## src/logic/rsif_pkg.sv

```systemverilog
// Constants, register map and carrier types of the receive system interface formatter
// Operation
// Derive reference clock, 1.544 or 2.048 MHz
// Single rail drives decoded data on active edge
// One pin: single data or positive data
// Bit b3 inverts all data output levels
// Powered down: single data float or low
// Powered down: both rails float or low
// Dual NRZ: undecoded rails on active edge
// Dual RZ: undecoded RZ rails on active edge
// Sliced: raw pulses out, no clock output
// Differential: tip and ring opposite pulses
// Single ended: tip pulse sign alone
// Recovered clock out except in sliced mode
// Bit b4 selects rising or falling active edge
// In loss: clock held high or reference
// Powered down: clock floats or drives low
// Serial loss status, seventeen slots, start marker
// Serial status changes on rising, active high
// Status clock disabled: serial output floats
// Filler first, then channels 0 to 15
// Far end samples falling edge, resyncs marker
`default_nettype none

package rsif_pkg;

	// ****************************************
	// Sizes and clocking
	// ****************************************
	localparam int NCH = 16;
	localparam int SLOTS = 17;
	localparam longint SYS_CLK_HZ = 200000000;
	localparam longint T1_REF_HZ = 1544000;
	localparam longint E1_REF_HZ = 2048000;
	localparam longint STAT_CLK_HZ = 2048000;
	// Phase increments of 32-bit accumulators, fraction of the system clock
	localparam logic [31:0] T1_INC = 32'((T1_REF_HZ << 32) / SYS_CLK_HZ);
	localparam logic [31:0] E1_INC = 32'((E1_REF_HZ << 32) / SYS_CLK_HZ);
	localparam logic [31:0] STAT_INC = 32'((STAT_CLK_HZ << 32) / SYS_CLK_HZ);

	// ****************************************
	// Register map: address[7:4] kind, address[3:0] channel
	// ****************************************
	localparam logic [3:0] KIND_CFG_A = 4'h0;
	localparam logic [3:0] KIND_CFG_B = 4'h1;
	localparam logic [3:0] KIND_CTRL = 4'h2;
	localparam logic [3:0] KIND_LOS = 4'hE;
	localparam logic [3:0] KIND_GLOBAL = 4'hF;
	localparam logic [7:0] CFG_A_RESET = 8'h00;
	localparam logic [7:0] CFG_B_RESET = 8'h00;
	localparam logic [7:0] GLOBAL_RESET = 8'h00;
	// Field positions
	localparam int BIT_FMT_LO = 0;
	localparam int BIT_INVERT = 3;
	localparam int BIT_EDGE = 4;
	localparam int BIT_PD_FLOAT = 6;
	localparam int BIT_LOS_HOLD = 7;
	localparam int BIT_POWERDOWN = 0;
	localparam int BIT_SINGLE_END = 1;
	localparam int BIT_E1 = 0;
	localparam int BIT_STAT_EN = 1;

	typedef enum logic [1:0] {
		RSIF_SINGLE_NRZ,
		RSIF_DUAL_NRZ,
		RSIF_DUAL_RZ,
		RSIF_DUAL_SLICED
	} rsif_fmt_t;

	// ****************************************
	// Carriers
	// ****************************************
	typedef struct packed {
		logic       wr;
		logic       rd;
		logic [7:0] addr;
		logic [7:0] wdata;
	} rsif_regreq_t;

	typedef struct packed {
		logic [NCH-1:0] tip_pos;
		logic [NCH-1:0] tip_neg;
		logic [NCH-1:0] ring_pos;
		logic [NCH-1:0] ring_neg;
	} rsif_slice_t;

endpackage : rsif_pkg

`default_nettype wire

```

## src/logic/rsif_top.sv

```systemverilog
// Receive system-side formatter for sixteen line channels and serial loss status
`timescale 1ns/1ps
`default_nettype none

module rsif_top (
	// Clock and reset
	input  wire  logic                          sys_clk,
	input  wire  logic                          rst_n,
	// Register port
	input  wire  rsif_pkg::rsif_regreq_t        reg_req,
	output logic [15:0]                         reg_rdata,
	// Line side, per channel, foreign domain
	input  wire  logic [rsif_pkg::NCH-1:0]      rx_rec_clk_in,
	input  wire  logic [rsif_pkg::NCH-1:0]      rx_decoded_data,
	input  wire  rsif_pkg::rsif_slice_t         line_rx_tip_ring,
	input  wire  logic [rsif_pkg::NCH-1:0]      line_los_in,
	// System side data, pin doubles as single data
	output logic [rsif_pkg::NCH-1:0]            rx_pos_data_out,
	output logic [rsif_pkg::NCH-1:0]            rx_pos_data_oe_n,
	output logic [rsif_pkg::NCH-1:0]            rx_neg_data_out,
	output logic [rsif_pkg::NCH-1:0]            rx_neg_data_oe_n,
	output logic [rsif_pkg::NCH-1:0]            rx_recovered_clock_out,
	output logic [rsif_pkg::NCH-1:0]            rx_recovered_clock_oe_n,
	// Reference and serial status
	output logic                                derived_ref_clock,
	output logic                                status_clock_out,
	output logic                                serial_los_status_out,
	output logic                                serial_los_status_oe_n,
	output logic                                serial_los_start_marker
);

	localparam int N = rsif_pkg::NCH;

	// ****************************************
	// State
	// ****************************************
	typedef struct packed {
		logic [N-1:0]      clk_s1;
		logic [N-1:0]      clk_s2;
		logic [N-1:0]      clk_s3;
		logic [N-1:0]      dat_s1;
		logic [N-1:0]      dat_s2;
		logic [4*N-1:0]    sl_s1;
		logic [4*N-1:0]    sl_s2;
		logic [N-1:0]      los_s1;
		logic [N-1:0]      los_s2;
		logic [N-1:0]      nrz_single;
		logic [N-1:0]      nrz_pos;
		logic [N-1:0]      nrz_neg;
		logic [N-1:0][7:0] cfg_a;
		logic [N-1:0][7:0] cfg_b;
		logic [N-1:0][7:0] ctrl;
		logic [7:0]        glb;
		logic [31:0]       acc_ref;
		logic [31:0]       acc_st;
		logic              st_d;
		logic [4:0]        slot;
		logic              los_bit;
		logic              marker;
		logic [15:0]       rdata;
	} rsif_state_t;

	rsif_state_t s;
	rsif_state_t next_s;
	logic        rst_m;
	logic        rst_sync;

	// ****************************************
	// Reset release
	// ****************************************
	always_ff @(posedge sys_clk or negedge rst_n) begin
		if (!rst_n) begin
			rst_m <= 1'b0;
			rst_sync <= 1'b0;
		end else begin
			rst_m <= 1'b1;
			rst_sync <= rst_m;
		end
	end

	// ****************************************
	// Per-channel decode
	// ****************************************
	logic [N-1:0] act_edge;
	logic [N-1:0] pos_pulse;
	logic [N-1:0] neg_pulse;
	logic [N-1:0] pd;
	logic [N-1:0] flt;
	logic [N-1:0] inv;
	logic [N-1:0] sliced;
	logic         st_rise;

	assign st_rise = s.acc_st[31] & ~s.st_d;

	genvar g;
	generate
		for (g = 0; g < N; g++) begin : g_ch
			rsif_pkg::rsif_fmt_t fmt;
			logic tp;
			logic tn;
			logic rp;
			logic rn;
			logic phase;
			logic pos_raw;
			logic neg_raw;
			logic rise;
			logic fall;

			assign fmt = rsif_pkg::rsif_fmt_t'(s.cfg_b[g][rsif_pkg::BIT_FMT_LO +: 2]);
			assign tp = s.sl_s2[g];
			assign tn = s.sl_s2[N+g];
			assign rp = s.sl_s2[2*N+g];
			assign rn = s.sl_s2[3*N+g];
			assign rise = s.clk_s2[g] & ~s.clk_s3[g];
			assign fall = ~s.clk_s2[g] & s.clk_s3[g];
			// Active edge choice per channel
			assign act_edge[g] = s.cfg_b[g][rsif_pkg::BIT_EDGE] ? fall : rise;
			// Single ended ignores ring; differential needs opposite ring pulse
			assign pos_pulse[g] = s.ctrl[g][rsif_pkg::BIT_SINGLE_END] ? tp : (tp & rn);
			assign neg_pulse[g] = s.ctrl[g][rsif_pkg::BIT_SINGLE_END] ? tn : (tn & rp);
			assign pd[g] = s.ctrl[g][rsif_pkg::BIT_POWERDOWN];
			assign flt[g] = s.cfg_a[g][rsif_pkg::BIT_PD_FLOAT];
			assign inv[g] = s.cfg_b[g][rsif_pkg::BIT_INVERT];
			assign sliced[g] = (fmt == rsif_pkg::RSIF_DUAL_SLICED);
			// RZ returns to zero in the second half of the bit
			assign phase = s.cfg_b[g][rsif_pkg::BIT_EDGE] ? ~s.clk_s2[g] : s.clk_s2[g];

			always_comb begin
				case (fmt)
					rsif_pkg::RSIF_SINGLE_NRZ: begin
						pos_raw = s.nrz_single[g];
						neg_raw = 1'b0;
					end
					rsif_pkg::RSIF_DUAL_NRZ: begin
						pos_raw = s.nrz_pos[g];
						neg_raw = s.nrz_neg[g];
					end
					rsif_pkg::RSIF_DUAL_RZ: begin
						pos_raw = s.nrz_pos[g] & phase;
						neg_raw = s.nrz_neg[g] & phase;
					end
					default: begin
						pos_raw = pos_pulse[g];
						neg_raw = neg_pulse[g];
					end
				endcase
			end

			// Powered down: drive low, or release when float is selected
			assign rx_pos_data_out[g] = pd[g] ? 1'b0 : (pos_raw ^ inv[g]);
			assign rx_neg_data_out[g] = pd[g] ? 1'b0 : (neg_raw ^ inv[g]);
			assign rx_pos_data_oe_n[g] = pd[g] & flt[g];
			assign rx_neg_data_oe_n[g] = pd[g] & flt[g];
			assign rx_recovered_clock_oe_n[g] = pd[g] & flt[g];

			always_comb begin
				if (pd[g] || sliced[g]) begin
					rx_recovered_clock_out[g] = 1'b0;
				end else if (s.los_s2[g]) begin
					rx_recovered_clock_out[g] = s.cfg_a[g][rsif_pkg::BIT_LOS_HOLD] ?
						1'b1 : derived_ref_clock;
				end else begin
					rx_recovered_clock_out[g] = s.clk_s2[g];
				end
			end
		end
	endgenerate

	assign derived_ref_clock = s.acc_ref[31];
	assign status_clock_out = s.glb[rsif_pkg::BIT_STAT_EN] & s.st_d;
	assign serial_los_status_out = s.los_bit;
	assign serial_los_status_oe_n = ~s.glb[rsif_pkg::BIT_STAT_EN];
	assign serial_los_start_marker = s.marker;
	assign reg_rdata = s.rdata;

	// ****************************************
	// Next state
	// ****************************************
	always_comb begin
		next_s = s;
		next_s.rdata = 16'h0000;
		// Two-flop synchronisers; stage one feeds stage two only
		next_s.clk_s1 = rx_rec_clk_in;
		next_s.clk_s2 = s.clk_s1;
		next_s.clk_s3 = s.clk_s2;
		next_s.dat_s1 = rx_decoded_data;
		next_s.dat_s2 = s.dat_s1;
		next_s.sl_s1 = {line_rx_tip_ring.ring_neg, line_rx_tip_ring.ring_pos,
			line_rx_tip_ring.tip_neg, line_rx_tip_ring.tip_pos};
		next_s.sl_s2 = s.sl_s1;
		next_s.los_s1 = line_los_in;
		next_s.los_s2 = s.los_s1;
		// Fractional dividers give jitter of one system clock; truncated increments run slightly slow
		next_s.acc_ref = s.acc_ref + (s.glb[rsif_pkg::BIT_E1] ?
			rsif_pkg::E1_INC : rsif_pkg::T1_INC);
		next_s.acc_st = s.acc_st + rsif_pkg::STAT_INC;
		next_s.st_d = s.acc_st[31];
		for (int c = 0; c < N; c++) begin
			if (act_edge[c]) begin
				next_s.nrz_single[c] = s.dat_s2[c];
				next_s.nrz_pos[c] = pos_pulse[c];
				next_s.nrz_neg[c] = neg_pulse[c];
			end
		end
		// Serial status frame: slot 0 filler, then channels in order
		if (!s.glb[rsif_pkg::BIT_STAT_EN]) begin
			next_s.slot = 5'h00;
			next_s.los_bit = 1'b0;
			next_s.marker = 1'b0;
		end else if (st_rise) begin
			if (s.slot == 5'(rsif_pkg::SLOTS - 1)) begin
				next_s.slot = 5'h00;
			end else begin
				next_s.slot = s.slot + 5'h01;
			end
			if (s.slot == 5'h00) begin
				next_s.los_bit = 1'b0;
				next_s.marker = 1'b1;
			end else begin
				next_s.los_bit = s.los_s2[s.slot[3:0] - 4'h1];
				next_s.marker = 1'b0;
			end
		end
		if (reg_req.wr) begin
			case (reg_req.addr[7:4])
				rsif_pkg::KIND_CFG_A: next_s.cfg_a[reg_req.addr[3:0]] = reg_req.wdata;
				rsif_pkg::KIND_CFG_B: next_s.cfg_b[reg_req.addr[3:0]] = reg_req.wdata;
				rsif_pkg::KIND_CTRL: next_s.ctrl[reg_req.addr[3:0]] = reg_req.wdata;
				rsif_pkg::KIND_GLOBAL: next_s.glb = reg_req.wdata;
				default: ;
			endcase
		end
		if (reg_req.rd) begin
			case (reg_req.addr[7:4])
				rsif_pkg::KIND_CFG_A: next_s.rdata = {8'h00, s.cfg_a[reg_req.addr[3:0]]};
				rsif_pkg::KIND_CFG_B: next_s.rdata = {8'h00, s.cfg_b[reg_req.addr[3:0]]};
				rsif_pkg::KIND_CTRL: next_s.rdata = {8'h00, s.ctrl[reg_req.addr[3:0]]};
				rsif_pkg::KIND_LOS: next_s.rdata = s.los_s2;
				rsif_pkg::KIND_GLOBAL: next_s.rdata = {8'h00, s.glb};
				default: next_s.rdata = 16'h0000;
			endcase
		end
	end

	always_ff @(posedge sys_clk or negedge rst_sync) begin
		if (!rst_sync) begin
			s <= '0;
			for (int c = 0; c < N; c++) begin
				s.cfg_a[c] <= rsif_pkg::CFG_A_RESET;
				s.cfg_b[c] <= rsif_pkg::CFG_B_RESET;
			end
			s.glb <= rsif_pkg::GLOBAL_RESET;
		end else begin
			s <= next_s;
		end
	end

	// ****************************************
	// Checks on channel 0 and the status link
	// ****************************************
	logic [3:0] ch0_kind;
	assign ch0_kind = 4'(s.cfg_b[0][1:0]);
	// Channel status that the current slot carries
	logic       slot_los;
	assign slot_los = s.los_s2[s.slot[3:0] - 4'h1];
endmodule : rsif_top

`default_nettype wire

```

## config.mk

```make
export PLATFORM = sky130hd
export DESIGN_NAME = rsif_top
export DESIGN_NICKNAME = d
export VERILOG_FILES = /design/src/logic/rsif_pkg.sv /design/src/logic/rsif_top.sv
export SDC_FILE = /design/constraint.sdc
export NUM_CORES = 1
export LEC_CHECK = 0
export CORE_MARGIN = 2
export CORE_UTILIZATION = 45
export DETAILED_ROUTE_END_ITERATION = 8
export DONT_BUFFER_PORTS = 1
export SKIP_CTS_REPAIR_TIMING = 1
export SYNTH_ARGS = -nofsm -noshare
export SYNTH_HDL_FRONTEND = slang
export SYNTH_SLANG_ARGS = --single-unit
```

## constraint.sdc

```tcl
create_clock -name sys_clk -period 73.4 [get_ports sys_clk]
set_clock_uncertainty 0.1 [all_clocks]
set_input_delay 14.68 -clock sys_clk [delete_from_list [all_inputs] [get_ports sys_clk]]
set_output_delay 14.68 -clock sys_clk [all_outputs]
set_load 0.005 [all_outputs]
```

==> impl_metrics.tcl, run 1 <==
set metrics [dict create \
    drcViolationCount 4 \
    synth.yosys.seq_area_share 0.5784 \
    core_um2 73080 \
    grt_overflow_total 0 \
    postSynthCellCount 2376 \
    drt_wl_total_mm 82.68 \
    synth_most_common_cell "dfrtp_1" \
    yosysTopAreaCellShare 0.5784 \
    dieArea_um2 76230 \
    totalNegativeSetupSlack_ps 0 \
    start_util 0.4559 \
    synth.cell_area_um2 33320 \
    power-per-cell-area_nw_per_um2 29.20 \
    final_antenna_net_count 0 \
    worst_ep_arrival_time_ps 2330 \
    hp-class "flop to flop" \
    postSynthNetCount 2528 \
    crit_type "flop to output port" \
    seqCellArea_um2 19270 \
    max_slew.worst_pin.slew_ps 1218 \
    p_sw_frac 0.2486 \
    finalHoldViolCount 0 \
    final_layout_size_suffix_gt1_frac 0.2708 \
    multiInputGateArea_um2 13010 \
    dp_hpwl_mm 56.06 \
    worst_skew_pair.late_latency_ps 640 \
    top_cells_by_instance_count_after_synthesis "dfrtp_1 (770), mux2_2 (315), nand2_1 (130), mux4_2 (116), o21ai_0 (98)" \
    grt_setup_unrepaired "false" \
    power_frac_comb 0.117 \
    crit_buf_inv 1 \
    dpl-instance-area_um2 33840 \
    end_kind "output port" \
    tritoncts_num_sinks 770 \
    std_cell_rows 99 \
    detailedRoute.firstIterationViolations 1219 \
    critical_path_peak_fanout 14 \
    tritoncts "done" \
    ys_top_cells_by_area "dfrtp_1 (58%), mux2_2 (11%), mux4_2 (7.8%), mux2_1 (2.7%), mux2i_1 (2.0%)" \
    area_delta_synth_final_pct 11.04 \
    grt_start_max_net_pins 211 \
    first_global_vias 20056 \
    endpoint "rx_recovered_clock_out[0]" \
    cts.htree.levels 3 \
    detailedPlace.worstSlack_ps 56040 \
    r2r_setup_slack_ps 70080 \
    finalWorstPathRequiredPeriod_ps 17110 \
    slowest_stage "dfrtp_1" \
    critical_path.reg2reg.startpoint "s[88]" \
    synth-edff-count 0 \
    ys_warn_count 0 \
    intPower_mw 0.8116 \
    root_buffer "clkbuf_16" \
    layout_worst_path_cycle_share 0.2331 \
    clkSlewWorstSetupHoldPaths_ps 60 \
    fillCellCount 6230 \
    routed_via_density 5.671 \
    buffer_ports.inserted 0 \
    critical-path-max-stage-delay_ps 510 \
    vdd_drop_max_v 0.00001793 \
    timing.critical_path.max_delay_family "compound AO/OA/AOI/OAI gates" \
    top_level_ports 249 \
    cts_max_path_buffers 3 \
    synth_async_sr_flop_share 1.000 \
    worstSetupPathDepth 5 \
    drv.max_cap_violation_count 0 \
    diodes 0 \
    synth_flop_cell "dfrtp_1" \
    status "finished with violations" \
    sequential_cell_fraction_of_total_power 0.445 \
    gr-usage-all-layers 0.2201 \
    cts_inserted_buffers 82 \
    final_design_area_no_fill_um2 36990 \
    destination_of_the_worst_register_to_register_timing_path "s[80]" \
    violations_in_the_final_reports "design-rule violations" \
    layout.nets 2477 \
    ys_types 78 \
    synthDominantAreaCellType "dfrtp_1" \
    reg2reg_depth 8 \
    cp_cell_sequence "buf_4 -> nor2_1 -> nand2_1 -> o21ai_0 -> a211oi_1" \
    timing.slew.headroom 0.1878 \
    power.net_switching_mw 0.2686 \
    critical_path.startpoint "derived_ref_clock" \
    largest_register_ffs 476 \
    maxClockFrequency_mhz 58.45 \
    route.vias.total 19009 \
    wire_length_of_the_first_global_routing_pass_mm 127.9 \
    routed_length_per_instance_um 24.66 \
    worst-endpoint-required_ps 58620 \
    synth.ff_latch_count 770 \
    setup_slack_ps 56290 \
    maxSlewViolCount 0 \
    grt_antenna_before_repair 1 \
    clkPwrFrac 0.438 \
    die-height_um 276.1 \
    routability_cong 0.9151 \
    first_pass_iters 7 \
    avg_cell_area_syn_um2 14.02 \
    setup_viol 0 \
    setup.worst_path.start_class "flop" \
    finish.utilization 0.5062 \
    die_w_um 276.1 \
    cellLeakagePower_nw 16.89 \
    max_flop_register "s" \
]
## metrics by stage
step           instances  total power, mW  hold WS (ps)
6_report            3352            1.080         240.3
5_1_grt             3352            1.128         245.5
3_3_place_gp        3200           0.6101         232.3
4_1_cts             3352            1.091         242.4
3_5_place_dp        3200           0.6147         234.7
2_1_floorplan       2376           0.5855         231.2
## layout by cell type (no fill, tap or decap), types with 10 or more instances in the layout
cell | synthesis | layout
o21ai_0 | 98 | 98
and2_1 | 31 | 31
clkinv_2 | 0 | 12
nand3_1 | 19 | 19
nor2_4 | 11 | 11
mux2i_1 | 65 | 65
ha_1 | 19 | 19
mux4_2 | 116 | 116
nand2_1 | 130 | 130
a211oi_1 | 24 | 24
dfrtp_1 | 770 | 769
mux2_1 | 79 | 79
clkbuf_16 | 0 | 84
inv_1 | 61 | 61
nand3_2 | 10 | 10
xnor2_1 | 43 | 43
buf_4 | 55 | 13
nand2b_1 | 25 | 25
nor2_1 | 97 | 96
xor2_1 | 65 | 65
mux2_2 | 315 | 315
a21oi_1 | 42 | 42
clkbuf_8 | 0 | 18
bufinv_16 | 0 | 20
a22oi_1 | 35 | 35
nand3b_1 | 20 | 20
## worst register-to-register path: stages (launching register included)
cell      delay, ps
dfrtp_1         660
inv_1           390
fa_1            530
a311o_1         340
a21oi_2         240
o22ai_1         170
a211oi_2        430
nor2_1          100
a211oi_1        280
## cells by family (layout without fill, tap and decap cells)
kind of cell,count (synthesis),count (layout),synth area share
buffers and inverters,211,228,0.03143
XOR/XNOR,108,108,0.02839
flip-flops,770,770,0.5784
multiplexers,575,575,0.2311
adder cells (fa/ha/maj),20,20,0.007737
other,1,1,0.0001126
AO/OA/AOI/OAI,271,271,0.05153
AND/OR/NAND/NOR,420,420,0.07132
## metal layers
layer,wire length [µm],vias up,part of all wire,global-route usage
li1,-,8378,-,-
met1,35380,10059,0.43,0.2987
met2,40060,464,0.48,0.3569
met3,5231,108,0.063,0.04876
met4,2009,0,0.024,0.06473
met5,0,-,0,0
## power groups by stage
stage	Combinational, mW	Clock (mW)	Sequential, mW
3_5_place_dp	0.126	0	0.488
2_1_floorplan	0.102	0	0.484
6_report	0.126	0.473	0.481
3_3_place_gp	0.123	0	0.487
4_1_cts	0.127	0.484	0.481
5_1_grt	0.141	0.502	0.485
## cell type report
cell class | instances | area share
Clock buffer | 107 | 0.06403
Clock inverter | 45 | 0.02134
Inverter | 62 | 0.006291
Multi-Input combinational cell | 1395 | 0.3518
Sequential cell | 770 | 0.5210
Tap cell | 959 | 0.03244
Timing Repair Buffer | 14 | 0.003179
## worst min-delay path by stage
stage / startpoint / to / slack, ps / cells past startpoint
6_report: next_s[619] / g_ch[11].rn / 240 / 0
3_5_place_dp: next_s[602] / g_ch[10].rp / 230 / 0
5_1_grt: next_s[619] / g_ch[11].rn / 250 / 0
3_3_place_gp: next_s[746] / next_s[730] / 230 / 0
4_1_cts: next_s[619] / g_ch[11].rn / 240 / 0
2_1_floorplan: next_s[608] / g_ch[0].rn / 230 / 0
Note: power is estimated with default switching activity, not from simulation.
==> run 2, diff against run 1 <==
--- a/config.mk
+++ b/config.mk
@@ -5,6 +5,7 @@
 export SDC_FILE = /design/constraint.sdc
 export NUM_CORES = 1
 export LEC_CHECK = 0
+export ABC_AREA = 1
 export CORE_MARGIN = 2
 export CORE_UTILIZATION = 45
 export DETAILED_ROUTE_END_ITERATION = 8
==> constraint.sdc (replaced) <==
create_clock -name sys_clk -period 17.1 [get_ports sys_clk]
set_clock_uncertainty 0.1 [all_clocks]
set_input_delay 3.42 -clock sys_clk [delete_from_list [all_inputs] [get_ports sys_clk]]
set_output_delay 3.42 -clock sys_clk [all_outputs]
set_load 0.005 [all_outputs]
==> run 2 against run 1 <==
  * Sequential power grew to 4.3 times the previous value
  * Final cell count rose by 56%
  * The flow now finishes without violations
  * Non-clock buffer count grew 16
  * Register-to-register slack got worse by 56000 ps
  * Via count rose by 43%
  * Clock power grew to 4.2 times the previous value
==> impl_metrics.tcl, run 2 <==
set metrics [dict create \
    finalWorstPathRequiredPeriod_ps 6233 \
    layout_common_cells "nand2_1 (1466), dfrtp_1 (769), o21ai_0 (456)" \
    max_slew.worst_pin.slew_ps 1088 \
    synth.cell_area_um2 35180 \
    dpl-instance-area_um2 35420 \
    yosysTopAreaCellShare 0.5477 \
    maxSlewViolCount 0 \
    cp_cell_sequence "buf_4 -> nor3_1 -> a2111oi_0 -> buf_4" \
    cellLeakagePower_nw 19.60 \
    crit_buf_inv 2 \
    tritoncts_num_sinks 770 \
    start_util 0.4541 \
    synth.yosys.seq_area_share 0.5477 \
    fillCellCount 7503 \
    timing.critical_path.max_delay_family "compound AO/OA/AOI/OAI gates" \
    area_delta_synth_final_pct 9.357 \
    critical-path-max-stage-delay_ps 660 \
    ys_top_cells_by_area "dfrtp_1 (55%), nand2_1 (16%), o21ai_0 (6.5%), a21oi_1 (3.7%), nor2_1 (3.4%)" \
    postSynthCellCount 4207 \
    cts.htree.levels 3 \
    routability_cong 0.9030 \
    worst_ep_arrival_time_ps 2710 \
    finalHoldViolCount 0 \
    final_design_area_no_fill_um2 38470 \
    wire_length_of_the_first_global_routing_pass_mm 157.2 \
    tritoncts "done" \
    worst_skew_pair.late_latency_ps 650 \
    buffer_ports.inserted 0 \
    layout.nets 4258 \
    final_antenna_net_count 0 \
    hp-class "flop to flop" \
    setup.worst_path.start_class "flop" \
    grt_start_max_net_pins 270 \
    worst-endpoint-required_ps 13580 \
    dieArea_um2 80430 \
    critPathMostFrequentCell "buf_4" \
    crit_type "flop to output port" \
    placed_cells 5057 \
    routed_via_density 5.196 \
    finalNonFillerCells 5215 \
    drcViolationCount 0 \
    std_cell_rows 102 \
    core_um2 77470 \
    die-height_um 283.6 \
    route.vias.total 27099 \
    largest_register_ffs 476 \
    slowest_stage "a2111oi_0" \
    detailedRoute.firstIterationViolations 2408 \
    power-per-cell-area_nw_per_um2 123.8 \
    ys_types 51 \
    die_w_um 283.6 \
    grt_antenna_before_repair 0 \
    diodes 0 \
    layout_worst_path_cycle_share 0.3645 \
    synth_most_common_cell "nand2_1" \
    clkSlewWorstSetupHoldPaths_ps 60 \
    gr-usage-all-layers 0.2523 \
    top_level_ports 249 \
    setup_viol 0 \
    synth.ff_latch_count 770 \
    timing.slew.headroom 0.2733 \
    drv.max_cap_violation_count 0 \
    totalNegativeSetupSlack_ps 0 \
    synthDominantAreaCellType "dfrtp_1" \
    routed_length_per_instance_um 19.42 \
    cts_inserted_buffers 87 \
    grt_setup_unrepaired "false" \
    final_layout_size_suffix_gt1_frac 0.07042 \
    critical_path_peak_fanout 16 \
    dp_hpwl_mm 68.70 \
    cts_max_path_buffers 3 \
    drt_wl_total_mm 101.3 \
    postSynthNetCount 4359 \
    first_pass_iters 6 \
    vdd_drop_max_v 0.00009625 \
    status "complete, no violations" \
    mostFrequentLayoutCell "nand2_1" \
    max_flop_register "s" \
    root_buffer "clkbuf_16" \
    synth_async_sr_flop_share 1.000 \
    maxClockFrequency_mhz 160.4 \
    first_global_vias 25772 \
    ys_warn_count 0 \
    grt_overflow_total 0 \
    avg_cell_area_syn_um2 8.363 \
    end_kind "output port" \
    top_cells_by_instance_count_after_synthesis "nand2_1 (1466), dfrtp_1 (770), o21ai_0 (456), nor2_1 (320), inv_1 (317)" \
    synth_flop_cell "dfrtp_1" \
    synth-edff-count 0 \
]
[run 2: final cells by class]
| cell class | count | area, µm² | area share |
|---|---|---|---|
| sequential | 770 | 19270 | 0.5009 |
| multi-input combinational | 2887 | 13350 | 0.3471 |
| clock buffer | 118 | 2496 | 0.06488 |
| tap | 1040 | 1301 | 0.03382 |
| inverter | 330 | 1246 | 0.03239 |
| clock inverter | 40 | 558.0 | 0.01450 |
| timing repair buffer | 30 | 245.2 | 0.006374 |
[run 2: logic make-up (layout without fill, tap and decap cells)]
logic type / Yosys count / in the layout / synth area share
fa+ha+maj: 20 / 20 / 0.007326
xor+xnor: 40 / 40 / 0.009958
simple gates: 2022 / 2022 / 0.2407
flops: 770 / 770 / 0.5477
other cells: 1 / 1 / 0.0001066
mux: 16 / 16 / 0.005121
buf+inv: 550 / 518 / 0.07291
compound gates: 788 / 788 / 0.1162
[run 2: worst register-to-register path, delay by kind of cell, from the launching register on]
family,cells,cell delay [ps]
and+or+nand+nor,5,570
adders and majority gates,1,480
buffers and inverters,1,380
DFF,1,600
AOI/OAI and AO/OA,2,790
[run 2: routing by layer]
layer	track usage	part of all wire	up-vias	wire, µm
li1	-	-	13115	-
met1	0.3627	0.45	12998	45800
met2	0.3863	0.45	825	45190
met3	0.05169	0.073	161	7356
met4	0.07421	0.029	0	2924
met5	0	0	-	0
[run 2: worst paths after layout]
check	start	endpoint	slack (ps)	depth (start not counted)
setup / recovery	derived_ref_clock	rx_recovered_clock_out[6]	10870	4
hold / removal	next_s[702]	s[702]	240	0
setup reg to reg	s[88]	s[80]	14060	9
hold reg to reg	next_s[702]	s[702]	240	0
max in group asynchronous	rst_sync	s[444]	14340	2
min in group asynchronous	rst_sync	next_s[562]	270	0
[run 2: stage by stage]
stage	utilization	hold slack (ps)	setup WS, ps	power, mW
2_1_floorplan	-	231.1	4494	2.614
3_3_place_gp	0.4572	231.4	11020	2.788
3_5_place_dp	0.4572	234.7	11000	2.798
4_1_cts	0.4966	236.1	10870	4.803
5_1_grt	0.4966	238.5	10850	4.993
6_report	0.4966	236.0	10870	4.762
[run 2: power breakdown]
part           total (mW)  internal (mW)  leakage (nW)  switching (mW)
clock network        1.99           1.22          1.51           0.773
logic               0.679          0.222          8.66           0.457
registers            2.09           1.98          9.43           0.112
